==> src/rtad_pkg.sv <==
// constants for the terminal address decode and host line block
// assumes a 16-bit received command word laid out with address lines 0..10 in its low bits
package rtad_pkg;

    // ************************************************************
    // word and field layout
    // ************************************************************
    localparam int RTAD_WORD_W = 16;
    localparam int RTAD_TA_W = 5;
    localparam int RTAD_WC_W = 5;
    localparam int RTAD_TA_MSB = 15;
    localparam int RTAD_TA_LSB = 11;
    localparam int RTAD_MODE_MSB = 10;
    localparam int RTAD_MODE_LSB = 6;
    localparam int RTAD_SA_TOP = 9;
    localparam int RTAD_SA_MID = 7;
    localparam int RTAD_SA_LOW = 5;
    localparam int RTAD_WC_UPPER = 3;
    localparam int RTAD_WC_LOWER = 1;

    // ************************************************************
    // values
    // ************************************************************
    localparam logic [RTAD_TA_W-1:0] RTAD_BCAST_ADDR = 5'h1F;
    localparam logic [RTAD_TA_W-1:0] RTAD_MODE_ONES = 5'h1F;
    localparam logic [RTAD_TA_W-1:0] RTAD_MODE_ZERO = 5'h00;
    localparam logic [RTAD_WORD_W-1:0] RTAD_WORD_ZERO = 16'h0000;
    localparam logic [RTAD_WC_W-1:0] RTAD_CNT_ZERO = 5'h00;
    localparam logic [RTAD_WC_W-1:0] RTAD_CNT_ONE = 5'h01;

    // ************************************************************
    // host bus transfer states
    // ************************************************************
    typedef enum logic [0:0]
    {
        RTAD_ST_IDLE = 1'b0,
        RTAD_ST_CMD = 1'b1
    } rtad_state_t;

endpackage

==> src/rtad_parity.sv <==
// odd parity checker over a data field plus its parity bit
// assumes inputs are steady strap levels
`timescale 1ns/1ps
`default_nettype none

module rtad_parity #(
    parameter int WIDTH = 5
) (
    // checked field
    input wire logic [WIDTH-1:0] data_in,
    input wire logic parity_in,
    // result
    output logic odd_ok_out
);

    // odd count of ones over field and parity bit is good
    assign odd_ok_out = ^{data_in, parity_in};

endmodule
`default_nettype wire

==> src/rtad_top.sv <==
// terminal address decode, latched command address lines and host bus lines
// assumes the protocol core hands over each valid received command word as a one-cycle pulse
//
// How it works
// - subaddress top, middle and low bits held on latched outputs
// - sixteen-bit host bus, bit 15 msb, driven toward host, sampled from host on writes while not driving
// - broadcast allowed: terminal address all ones is a broadcast message
// - broadcast barred: address 31 answered only if strapped address is 31
// - strap parity error drives fault low, single-terminal commands ignored
// - under parity fault, broadcasts still answered when broadcast allowed
// - address lines six to ten all zero or all one means mode command
// - upper count output shows latched word count bit when idle or mode
// - upper count output shows live counter bit when servicing data command
// - lower count output shows latched word count bit when idle or mode
// - lower count output shows live counter bit when servicing data command
// - servicing output high while a received command is processed
// - word kind select low for command word, high for data words
`timescale 1ns/1ps
`default_nettype none

module rtad_top
    import rtad_pkg::*;
(
    // clock and reset
    input wire logic SYS_CLK_IN,
    input wire logic SYS_RST_IN,
    // received command word from protocol core
    input wire logic CMD_VALID_IN,
    input wire logic [rtad_pkg::RTAD_WORD_W-1:0] CMD_WORD_IN,
    input wire logic MSG_DONE_IN,
    input wire logic WORD_ADVANCE_IN,
    // data words toward host
    input wire logic DATA_XFER_IN,
    input wire logic [rtad_pkg::RTAD_WORD_W-1:0] DATA_WORD_IN,
    // data words from host
    input wire logic HOST_WRITE_IN,
    output logic [rtad_pkg::RTAD_WORD_W-1:0] HOST_WORD_OUT,
    // straps and enables
    input wire logic BROADCAST_ALLOW_IN,
    input wire logic [rtad_pkg::RTAD_TA_W-1:0] OWN_TERM_ADDR_IN,
    input wire logic OWN_TERM_ADDR_PARITY_IN,
    // host data bus pins
    input wire logic [rtad_pkg::RTAD_WORD_W-1:0] HOST_BUS_IN,
    output logic [rtad_pkg::RTAD_WORD_W-1:0] HOST_BUS_OUT,
    output logic HOST_BUS_OE_N_OUT,
    // host address and status lines
    output logic SUBADDR_TOP_OUT,
    output logic SUBADDR_MID_OUT,
    output logic SUBADDR_LOW_OUT,
    output logic COUNT_MUX_UPPER_OUT,
    output logic COUNT_MUX_LOWER_OUT,
    output logic SERVICING_COMMAND_OUT,
    output logic WORD_KIND_SELECT_OUT,
    output logic TERM_ADDR_PARITY_FAULT_N_OUT,
    output logic CMD_ACCEPT_OUT,
    output logic BROADCAST_MSG_OUT
);

    import rtad_pkg::*;

    // ************************************************************
    // declarations
    // ************************************************************
    logic [RTAD_WORD_W-1:0] cmd_word;
    logic [RTAD_WC_W-1:0] word_count;
    logic servicing_command;
    logic parity_fault;
    logic broadcast_msg;
    logic [RTAD_WORD_W-1:0] bus_word;
    logic bus_drive;
    logic word_kind_select;
    logic [RTAD_WORD_W-1:0] host_word;
    rtad_state_t state;
    rtad_state_t next_state;
    logic parity_ok;
    wire logic [RTAD_TA_W-1:0] rx_addr;
    wire logic addr_match;
    wire logic addr_bcast;
    wire logic accept;
    wire logic [RTAD_TA_W-1:0] mode_lines;
    wire logic is_mode;
    wire logic use_live;

    // ************************************************************
    // strap parity check
    // ************************************************************
    rtad_parity #(.WIDTH(RTAD_TA_W)) u_rtad_parity (
        .data_in(OWN_TERM_ADDR_IN),
        .parity_in(OWN_TERM_ADDR_PARITY_IN),
        .odd_ok_out(parity_ok)
    );

    // parity fault register, low output on fault
    always_ff @(posedge SYS_CLK_IN or posedge SYS_RST_IN)
    begin
        if (SYS_RST_IN)
            parity_fault <= 1'b0;
        else
            parity_fault <= ~parity_ok;
    end

    // ************************************************************
    // address decode
    // ************************************************************
    assign rx_addr = CMD_WORD_IN[RTAD_TA_MSB:RTAD_TA_LSB];
    assign addr_match = (rx_addr == OWN_TERM_ADDR_IN) && !parity_fault;
    assign addr_bcast = BROADCAST_ALLOW_IN && (rx_addr == RTAD_BCAST_ADDR);
    assign accept = CMD_VALID_IN && (addr_match || addr_bcast);

    // mode command decode on the latched address lines
    assign mode_lines = cmd_word[RTAD_MODE_MSB:RTAD_MODE_LSB];
    assign is_mode = (mode_lines == RTAD_MODE_ZERO) || (mode_lines == RTAD_MODE_ONES);
    assign use_live = servicing_command && !is_mode;

    // ************************************************************
    // command latch, message state and word counter
    // ************************************************************
    always_ff @(posedge SYS_CLK_IN or posedge SYS_RST_IN)
    begin
        if (SYS_RST_IN)
        begin
            cmd_word <= RTAD_WORD_ZERO;
            broadcast_msg <= 1'b0;
        end
        else if (accept)
        begin
            cmd_word <= CMD_WORD_IN;
            broadcast_msg <= addr_bcast;
        end
    end

    // servicing flag: new command restarts, done ends
    always_ff @(posedge SYS_CLK_IN or posedge SYS_RST_IN)
    begin
        if (SYS_RST_IN)
            servicing_command <= 1'b0;
        else if (accept)
            servicing_command <= 1'b1;
        else if (MSG_DONE_IN)
            servicing_command <= 1'b0;
    end

    // live word counter
    always_ff @(posedge SYS_CLK_IN or posedge SYS_RST_IN)
    begin
        if (SYS_RST_IN)
            word_count <= RTAD_CNT_ZERO;
        else if (accept)
            word_count <= RTAD_CNT_ZERO;
        else if (servicing_command && WORD_ADVANCE_IN)
            word_count <= word_count + RTAD_CNT_ONE;
    end

    // ************************************************************
    // host bus transfer
    // ************************************************************
    always_comb
    begin
        next_state = RTAD_ST_IDLE;
        case (state)
            RTAD_ST_IDLE: next_state = accept ? RTAD_ST_CMD : RTAD_ST_IDLE;
            RTAD_ST_CMD: next_state = accept ? RTAD_ST_CMD : RTAD_ST_IDLE;
            default: next_state = RTAD_ST_IDLE;
        endcase
    end

    always_ff @(posedge SYS_CLK_IN or posedge SYS_RST_IN)
    begin
        if (SYS_RST_IN)
            state <= RTAD_ST_IDLE;
        else
            state <= next_state;
    end

    // bus word and drive: command word first, then data words
    always_ff @(posedge SYS_CLK_IN or posedge SYS_RST_IN)
    begin
        if (SYS_RST_IN)
        begin
            bus_word <= RTAD_WORD_ZERO;
            bus_drive <= 1'b0;
            word_kind_select <= 1'b1;
        end
        else if (accept)
        begin
            bus_word <= CMD_WORD_IN;
            bus_drive <= 1'b1;
            word_kind_select <= 1'b0;
        end
        else if (DATA_XFER_IN && state == RTAD_ST_IDLE)
        begin
            bus_word <= DATA_WORD_IN;
            bus_drive <= 1'b1;
            word_kind_select <= 1'b1;
        end
        else
        begin
            bus_drive <= 1'b0;
            word_kind_select <= 1'b1;
        end
    end

    // words written by host, sampled only while not driving
    always_ff @(posedge SYS_CLK_IN or posedge SYS_RST_IN)
    begin
        if (SYS_RST_IN)
            host_word <= RTAD_WORD_ZERO;
        else if (HOST_WRITE_IN && !bus_drive)
            host_word <= HOST_BUS_IN;
    end

    // ************************************************************
    // outputs
    // ************************************************************
    assign SUBADDR_TOP_OUT = cmd_word[RTAD_SA_TOP];
    assign SUBADDR_MID_OUT = cmd_word[RTAD_SA_MID];
    assign SUBADDR_LOW_OUT = cmd_word[RTAD_SA_LOW];
    assign COUNT_MUX_UPPER_OUT = use_live ? word_count[RTAD_WC_UPPER] : cmd_word[RTAD_WC_UPPER];
    assign COUNT_MUX_LOWER_OUT = use_live ? word_count[RTAD_WC_LOWER] : cmd_word[RTAD_WC_LOWER];
    assign SERVICING_COMMAND_OUT = servicing_command;
    assign WORD_KIND_SELECT_OUT = word_kind_select;
    assign TERM_ADDR_PARITY_FAULT_N_OUT = ~parity_fault;
    assign CMD_ACCEPT_OUT = accept;
    assign BROADCAST_MSG_OUT = broadcast_msg;
    assign HOST_BUS_OUT = bus_word;
    assign HOST_BUS_OE_N_OUT = ~bus_drive;
    assign HOST_WORD_OUT = host_word;
endmodule
`default_nettype wire

==> config.mk <==
export PLATFORM = sky130hd
export DESIGN_NAME = rtad_top
export DESIGN_NICKNAME = d
export VERILOG_FILES = /design/src/rtad_pkg.sv /design/src/rtad_parity.sv /design/src/rtad_top.sv
export SDC_FILE = /design/constraint.sdc
export NUM_CORES = 1
export LEC_CHECK = 0
export BUFFER_PORTS_ARGS = -buffer_cell sky130_fd_sc_hd__buf_4
export CAP_MARGIN = 20
export CORE_MARGIN = 1
export CORE_UTILIZATION = 50
export DETAILED_ROUTE_END_ITERATION = 16
export PLACE_DENSITY = 0.82
export RECOVER_POWER = 50
export SETUP_SLACK_MARGIN = 0.3
export SYNTH_ARGS = -nofsm -noshare
export SYNTH_HDL_FRONTEND = slang
export SYNTH_SLANG_ARGS = --single-unit
export TNS_END_PERCENT = 1
==> constraint.sdc <==
create_clock -name SYS_CLK_IN -period 2.87 [get_ports SYS_CLK_IN]
set_clock_uncertainty 0.15 [all_clocks]
set_input_delay 0.574 -clock SYS_CLK_IN [delete_from_list [all_inputs] [get_ports SYS_CLK_IN]]
set_output_delay 0.574 -clock SYS_CLK_IN [all_outputs]
set_load 0.05 [all_outputs]
# After elaboration in Yosys (flattened, before gate mapping)
# Cells that the tools add are included.
[classes]
addsub = 1
eq_ne = 3
bitwise = 4
muxes = 12
reduce_logical = 17
[op_table]
columns = ["operator", "count"]
rows = [
  ["$mux W16", 2],
  ["$eq A5 B5 Y1 const B", 2],
  ["$mux W5", 2],
  ["$mux W1", 8],
  ["$logic_and A1 B1 Y1", 7],
  ["$reduce_bool A2 Y1", 3],
  ["$reduce_xor A6 Y1", 1],
  ["$add A5 B1 Y5 const B", 1],
  ["$eq A5 B5 Y1", 1],
  ["$logic_not A5 Y1", 1],
  ["$not A1 Y1", 4],
  ["$logic_not A1 Y1", 3],
  ["$logic_or A1 B1 Y1", 2],
]
[totals]
out_inout_bits = 43
inputBits = 62
reg_bits = 54

# Longest topological paths before layout
[depth]
depth_word = 5
depth_mapped = 6
depth_no_buf = 5

# Cells and area by module
# A second synthesis with hierarchy kept.
[hier_totals]
hier_cells = 193
area_unflattened_um2 = 2361.0
[by_module_without_submodules]
columns = ["module", "seq_area_each_um2", "cells_each", "instances", "area_each_um2"]
rows = [
  ["rtad_top", 1252.5, 189, 1, 2304.7],
  ["rtad_parity", 0.0, 4, 1, 56.3],
]

# Worst setup path after synthesis
# OpenSTA, ideal clock, no wires.
[synth_timing]
path_type = "flip-flop to output port"
startpoint = "register cmd_word[7]"
endpoint = "output COUNT_MUX_LOWER_OUT"
required_time_ns = 2.146
setup_slack_ns = 0.371
n_path_buf = 0
stages_incl_launch_ff = 4
arrival_time_ns = 1.775
path_cell_list = "dfrtp_1 -> or4_1 -> o21ai_1 -> mux2_2"
[synth_via]
elab_chain_len = 5
elab_cells_between_ends = 6
[synth_lines]
columns = ["element", "line_no", "text"]
rows = [
  ["start: declaration", "rtad_top.sv:64", "logic [RTAD_WORD_W-1:0] cmd_word;"],
  ["start signal: assignment", "rtad_top.sv:122", "cmd_word <= RTAD_WORD_ZERO;"],
  ["start signal: assignment", "rtad_top.sv:127", "cmd_word <= CMD_WORD_IN;"],
  ["$eq A5 B5 Y1 or $logic_not A5 Y1 (tied branches)", "rtad_top.sv:112", "assign is_mode = (mode_lines == RTAD_MODE_ZERO) || (mode_lines == RTAD_MODE_ONES);"],
  ["$logic_or A1 B1 Y1 *", "rtad_top.sv:112", ""],
  ["$logic_not A1 Y1 *", "rtad_top.sv:113", "assign use_live = servicing_command && !is_mode;"],
  ["$logic_and A1 B1 Y1 *", "rtad_top.sv:113", ""],
  ["$mux W1 *", "rtad_top.sv:219", "assign COUNT_MUX_LOWER_OUT = use_live ? word_count[RTAD_WC_LOWER] : cmd_word[RTAD_WC_LOWER];"],
  ["end: declaration", "rtad_top.sv:51", "output logic COUNT_MUX_LOWER_OUT,"],
]
# Mark *: on every way between the ends. The rest lies on a longest branch, timed or not.

# Worst setup path after layout
[layout_timing]
startpoint = "register cmd_word[9]"
endpoint = "output COUNT_MUX_LOWER_OUT"
# Same word-level chain as after synthesis.

==> impl_metrics.csv <==
group,metric,value,unit
outcome,outcome,"finished clean",
yosys,synth_top_area_share,53.5,%
sta,fin_tns_setup,0,ns
layout,syn_to_final_growth,43.5,%
sta,finalCritPeriodShare,91.4,%
worst_setup_path,r2r_cells,5,
clock_tree,cts.sinks,50,
place,place_congestion,0.798,
clock_tree,max-clock-path-buffers,2,
floorplanning,die_x,69.7,um
global_routing,antenna_found_initial,0,
layout,instances_no_fill,362,
clock_tree,holdBufCountCts,0,
floorplanning,die-height,69.7,um
global_routing,grt_pass1_wl,9340,um
power,ir_worst_vdd,0.000451,V
place,placed_cells,350,
worst_setup_path,setup.worst_path.end_class,"output pin",
detailed_routing,dr.pass1.iters,4,
yosys,synth_cell_types,31,
clock_tree,cts_htree_levels,2,
hold_path,hp-class,"input pin to flip-flop",
sta,slew_headroom,6.69,%
clock_tree,cts_tree,"done",
layout,drive_gt1_share,49.7,%
sta,min_period,2.62,ns
global_routing,grt_max_degree,39,
global_routing,grt.total_usage,24.6,%
sta,worst_slack,0.246,ns
floorplanning,die-area,0.00486,sq mm
floorplanning,rows,24,
detailed_routing,route.vias.total,1860,
layout,antenna_cells,0,
global_routing,grt_overflow,0,
worst_setup_path,worstPathArrival,1.90,ns
sta,finalHoldViolations,0,
place,placed_area,0.00315,sq mm
hold_path,hold_depth,2,
yosys,synth.avg_cell_area,11.7,sq um
detailed_routing,drc,0,
clock_tree,numCtsBuffers,5,
worst_setup_path,startpoint_type,"flip-flop",
worst_setup_path,crit_fanout,4,
worst_setup_path,crit_required,2.15,ns
place,place_ws,0.423,ns
floorplanning,fp.coreArea,0.00438,sq mm
sta,maxSlewViolCount,0,
clock_tree,clk_latency,0.30,ns
sta,setup_viol,0,
yosys,yosys.area.top_type,"dfrtp_1",
clock_tree,path_clk_slew,0.09,ns
yosys,yosys_warnings,0,
yosys,postSynthCellCount,196,
floorplanning,io_pins,105,
layout,nNetsFinal,372,
detailed_routing,drtAntennaViolNets,0,
clock_tree,cts_root_buf,"clkbuf_8",
yosys,syn_nets,259,
sta,fmax,381,MHz
detailed_routing,route.detailed.wl_per_inst,15.4,um
yosys,synth_seq_cells,50,
floorplanning,start_util,52.3,%
layout,finalInstanceArea,0.00329,sq mm
worst_setup_path,critPathKind,"flip-flop to output pin",
yosys,synth_area,0.00229,sq mm
detailed_routing,drt_iter0_markers,99,
power,p_leak,1.63,nW
sta,worst_pin_slew,1.40,ns
place,port_buffers,104,
flow_run,drv_cap,0,
power,total_power,2.31,mW
global_routing,grt_pass1_vias,1944,
power,pwr_density_cell,702,mW/mm^2
yosys,synth-seq-area-share,54.6,%
place,dp_hpwl,4100,um
detailed_routing,drt-total-wl,5580,um
yosys,ys_top_cells_by_area,"dfrtp_1 (53%), mux2_2 (13%), nand2_1 (5.9%)",
detailed_routing,viasPerCell,5.14,
sta,rsz0062_at_grt,"yes",
-- stage by stage --
step / util, % / hold slack (ns)
2_1_floorplan: - / 0.326
6_report: 75.0 / 0.299
3_3_place_gp: 71.8 / 0.340
5_1_grt: 75.0 / 0.301
3_5_place_dp: 71.8 / 0.347
4_1_cts: 75.1 / 0.291
-- layout by cell type, fill, tap and decap left out --
cell	Yosys	final
nand4_1	0	1
mux2_4	5	7
inv_4	1	1
buf_6	1	2
mux2_2	26	24
o21a_4	1	1
bufinv_16	0	1
dfrtp_1	49	49
and3_1	1	1
buf_4	0	105
xnor2_1	11	11
nand3_2	1	1
a31oi_1	1	1
clkbuf_8	0	5
nand3_1	19	19
nor2_1	4	4
nand4_4	1	1
o21ai_4	0	1
nor2b_1	2	2
nor2_2	1	1
and4_1	1	1
buf_8	0	1
nand2_1	36	36
ha_1	1	1
inv_1	4	4
o21ai_0	2	2
dfstp_2	1	1
xor2_1	2	2
or4_4	0	1
clkbuf_1	4	9
a21oi_1	1	1
o22a_1	11	11
clkbuf_4	0	1
nand2b_1	1	1
-- worst max-delay path: stages (launching register included) --
cell and delay (ns):
dfrtp_1 0.43, or4_4 0.51, o21ai_4 0.17, mux2_4 0.33, buf_8 0.15
-- synth_stat cells --
cell type / count
nand3_1: 19
dfstp_2: 1
buf_1: 1
o21ai_0: 2
mux2_4: 5
a31oi_1: 1
a21oi_1: 1
xnor2_1: 11
nand2_1: 36
and3_1: 1
ha_1: 1
mux2_2: 26
nand4_4: 1
nor2b_1: 2
nand3_2: 1
buf_6: 1
buf_2: 4
inv_4: 1
nand4_2: 1
xor2_1: 2
nand2b_1: 1
o21a_4: 1
nor2_2: 1
and4_1: 1
or4_1: 1
nor2_1: 4
o21ai_1: 1
clkbuf_1: 4
dfrtp_1: 49
inv_1: 4
o22a_1: 11
-- area by class of cell --
class / count / area [sq um]
clock buffer: 7 / 76.3
timing repair buffer: 116 / 860
tap: 52 / 65.1
multi-input combinational: 131 / 985
clock inverter: 1 / 30.0
inverter: 5 / 21.3
fill: 342 / 1090
sequential: 50 / 1250
-- what timing repair did --
item / 4_1_cts / 5_1_grt
gates resized for setup: 6 / 2
buffers inserted: 2 / 1
pin swaps: 2 / 1
endpoints found under the setup margin: 2 / 2
-- power breakdown --
part           switching (mW)  internal (mW)  leakage (nW)
Combinational           0.545          0.368         0.968
Clock                   0.222          0.261        0.0524
Sequential             0.0818          0.830         0.612
Total                   0.849           1.46          1.63
-- layer usage --
layer | vias to the layer above | GRT usage (%) | wire [um]
li1 | 898 | - | -
met1 | 884 | 30.9 | 2210
met2 | 69 | 42.1 | 2960
met3 | 9 | 4.65 | 310
met4 | 0 | 9.78 | 98
met5 | - | 0 | 0
-- kinds of logic after synthesis --
group           synth area share, %
flops                          54.6
compound gates                 6.00
xor+xnor                       4.97
fa+ha+maj                     0.546
simple gates                   14.7
buf+inv                        3.11
mux                            16.0
-- worst paths after layout --
check	startpoint	endpoint	slack (ns)
min in group asynchronous	SYS_RST_IN	HOST_BUS_OUT[14]	0.53
worst min register to register	HOST_WORD_OUT[12]	HOST_WORD_OUT[12]	0.36
worst min-delay path	MSG_DONE_IN	SERVICING_COMMAND_OUT	0.30
worst max register to register	parity_fault	cmd_word[10]	1.06
worst max-delay path	cmd_word[9]	COUNT_MUX_LOWER_OUT	0.25
max in group asynchronous	SYS_RST_IN	HOST_BUS_OUT[9]	1.07
-- flip-flops by register name (all words and copies together), names as in the netlist, 4 cells and up --
| register | cells |
|---|---|
| word_count | 4 |
| HOST_WORD_OUT | 16 |
| HOST_BUS_OUT | 16 |
| cmd_word | 8 |
Power figures use the tool's default switching activity.
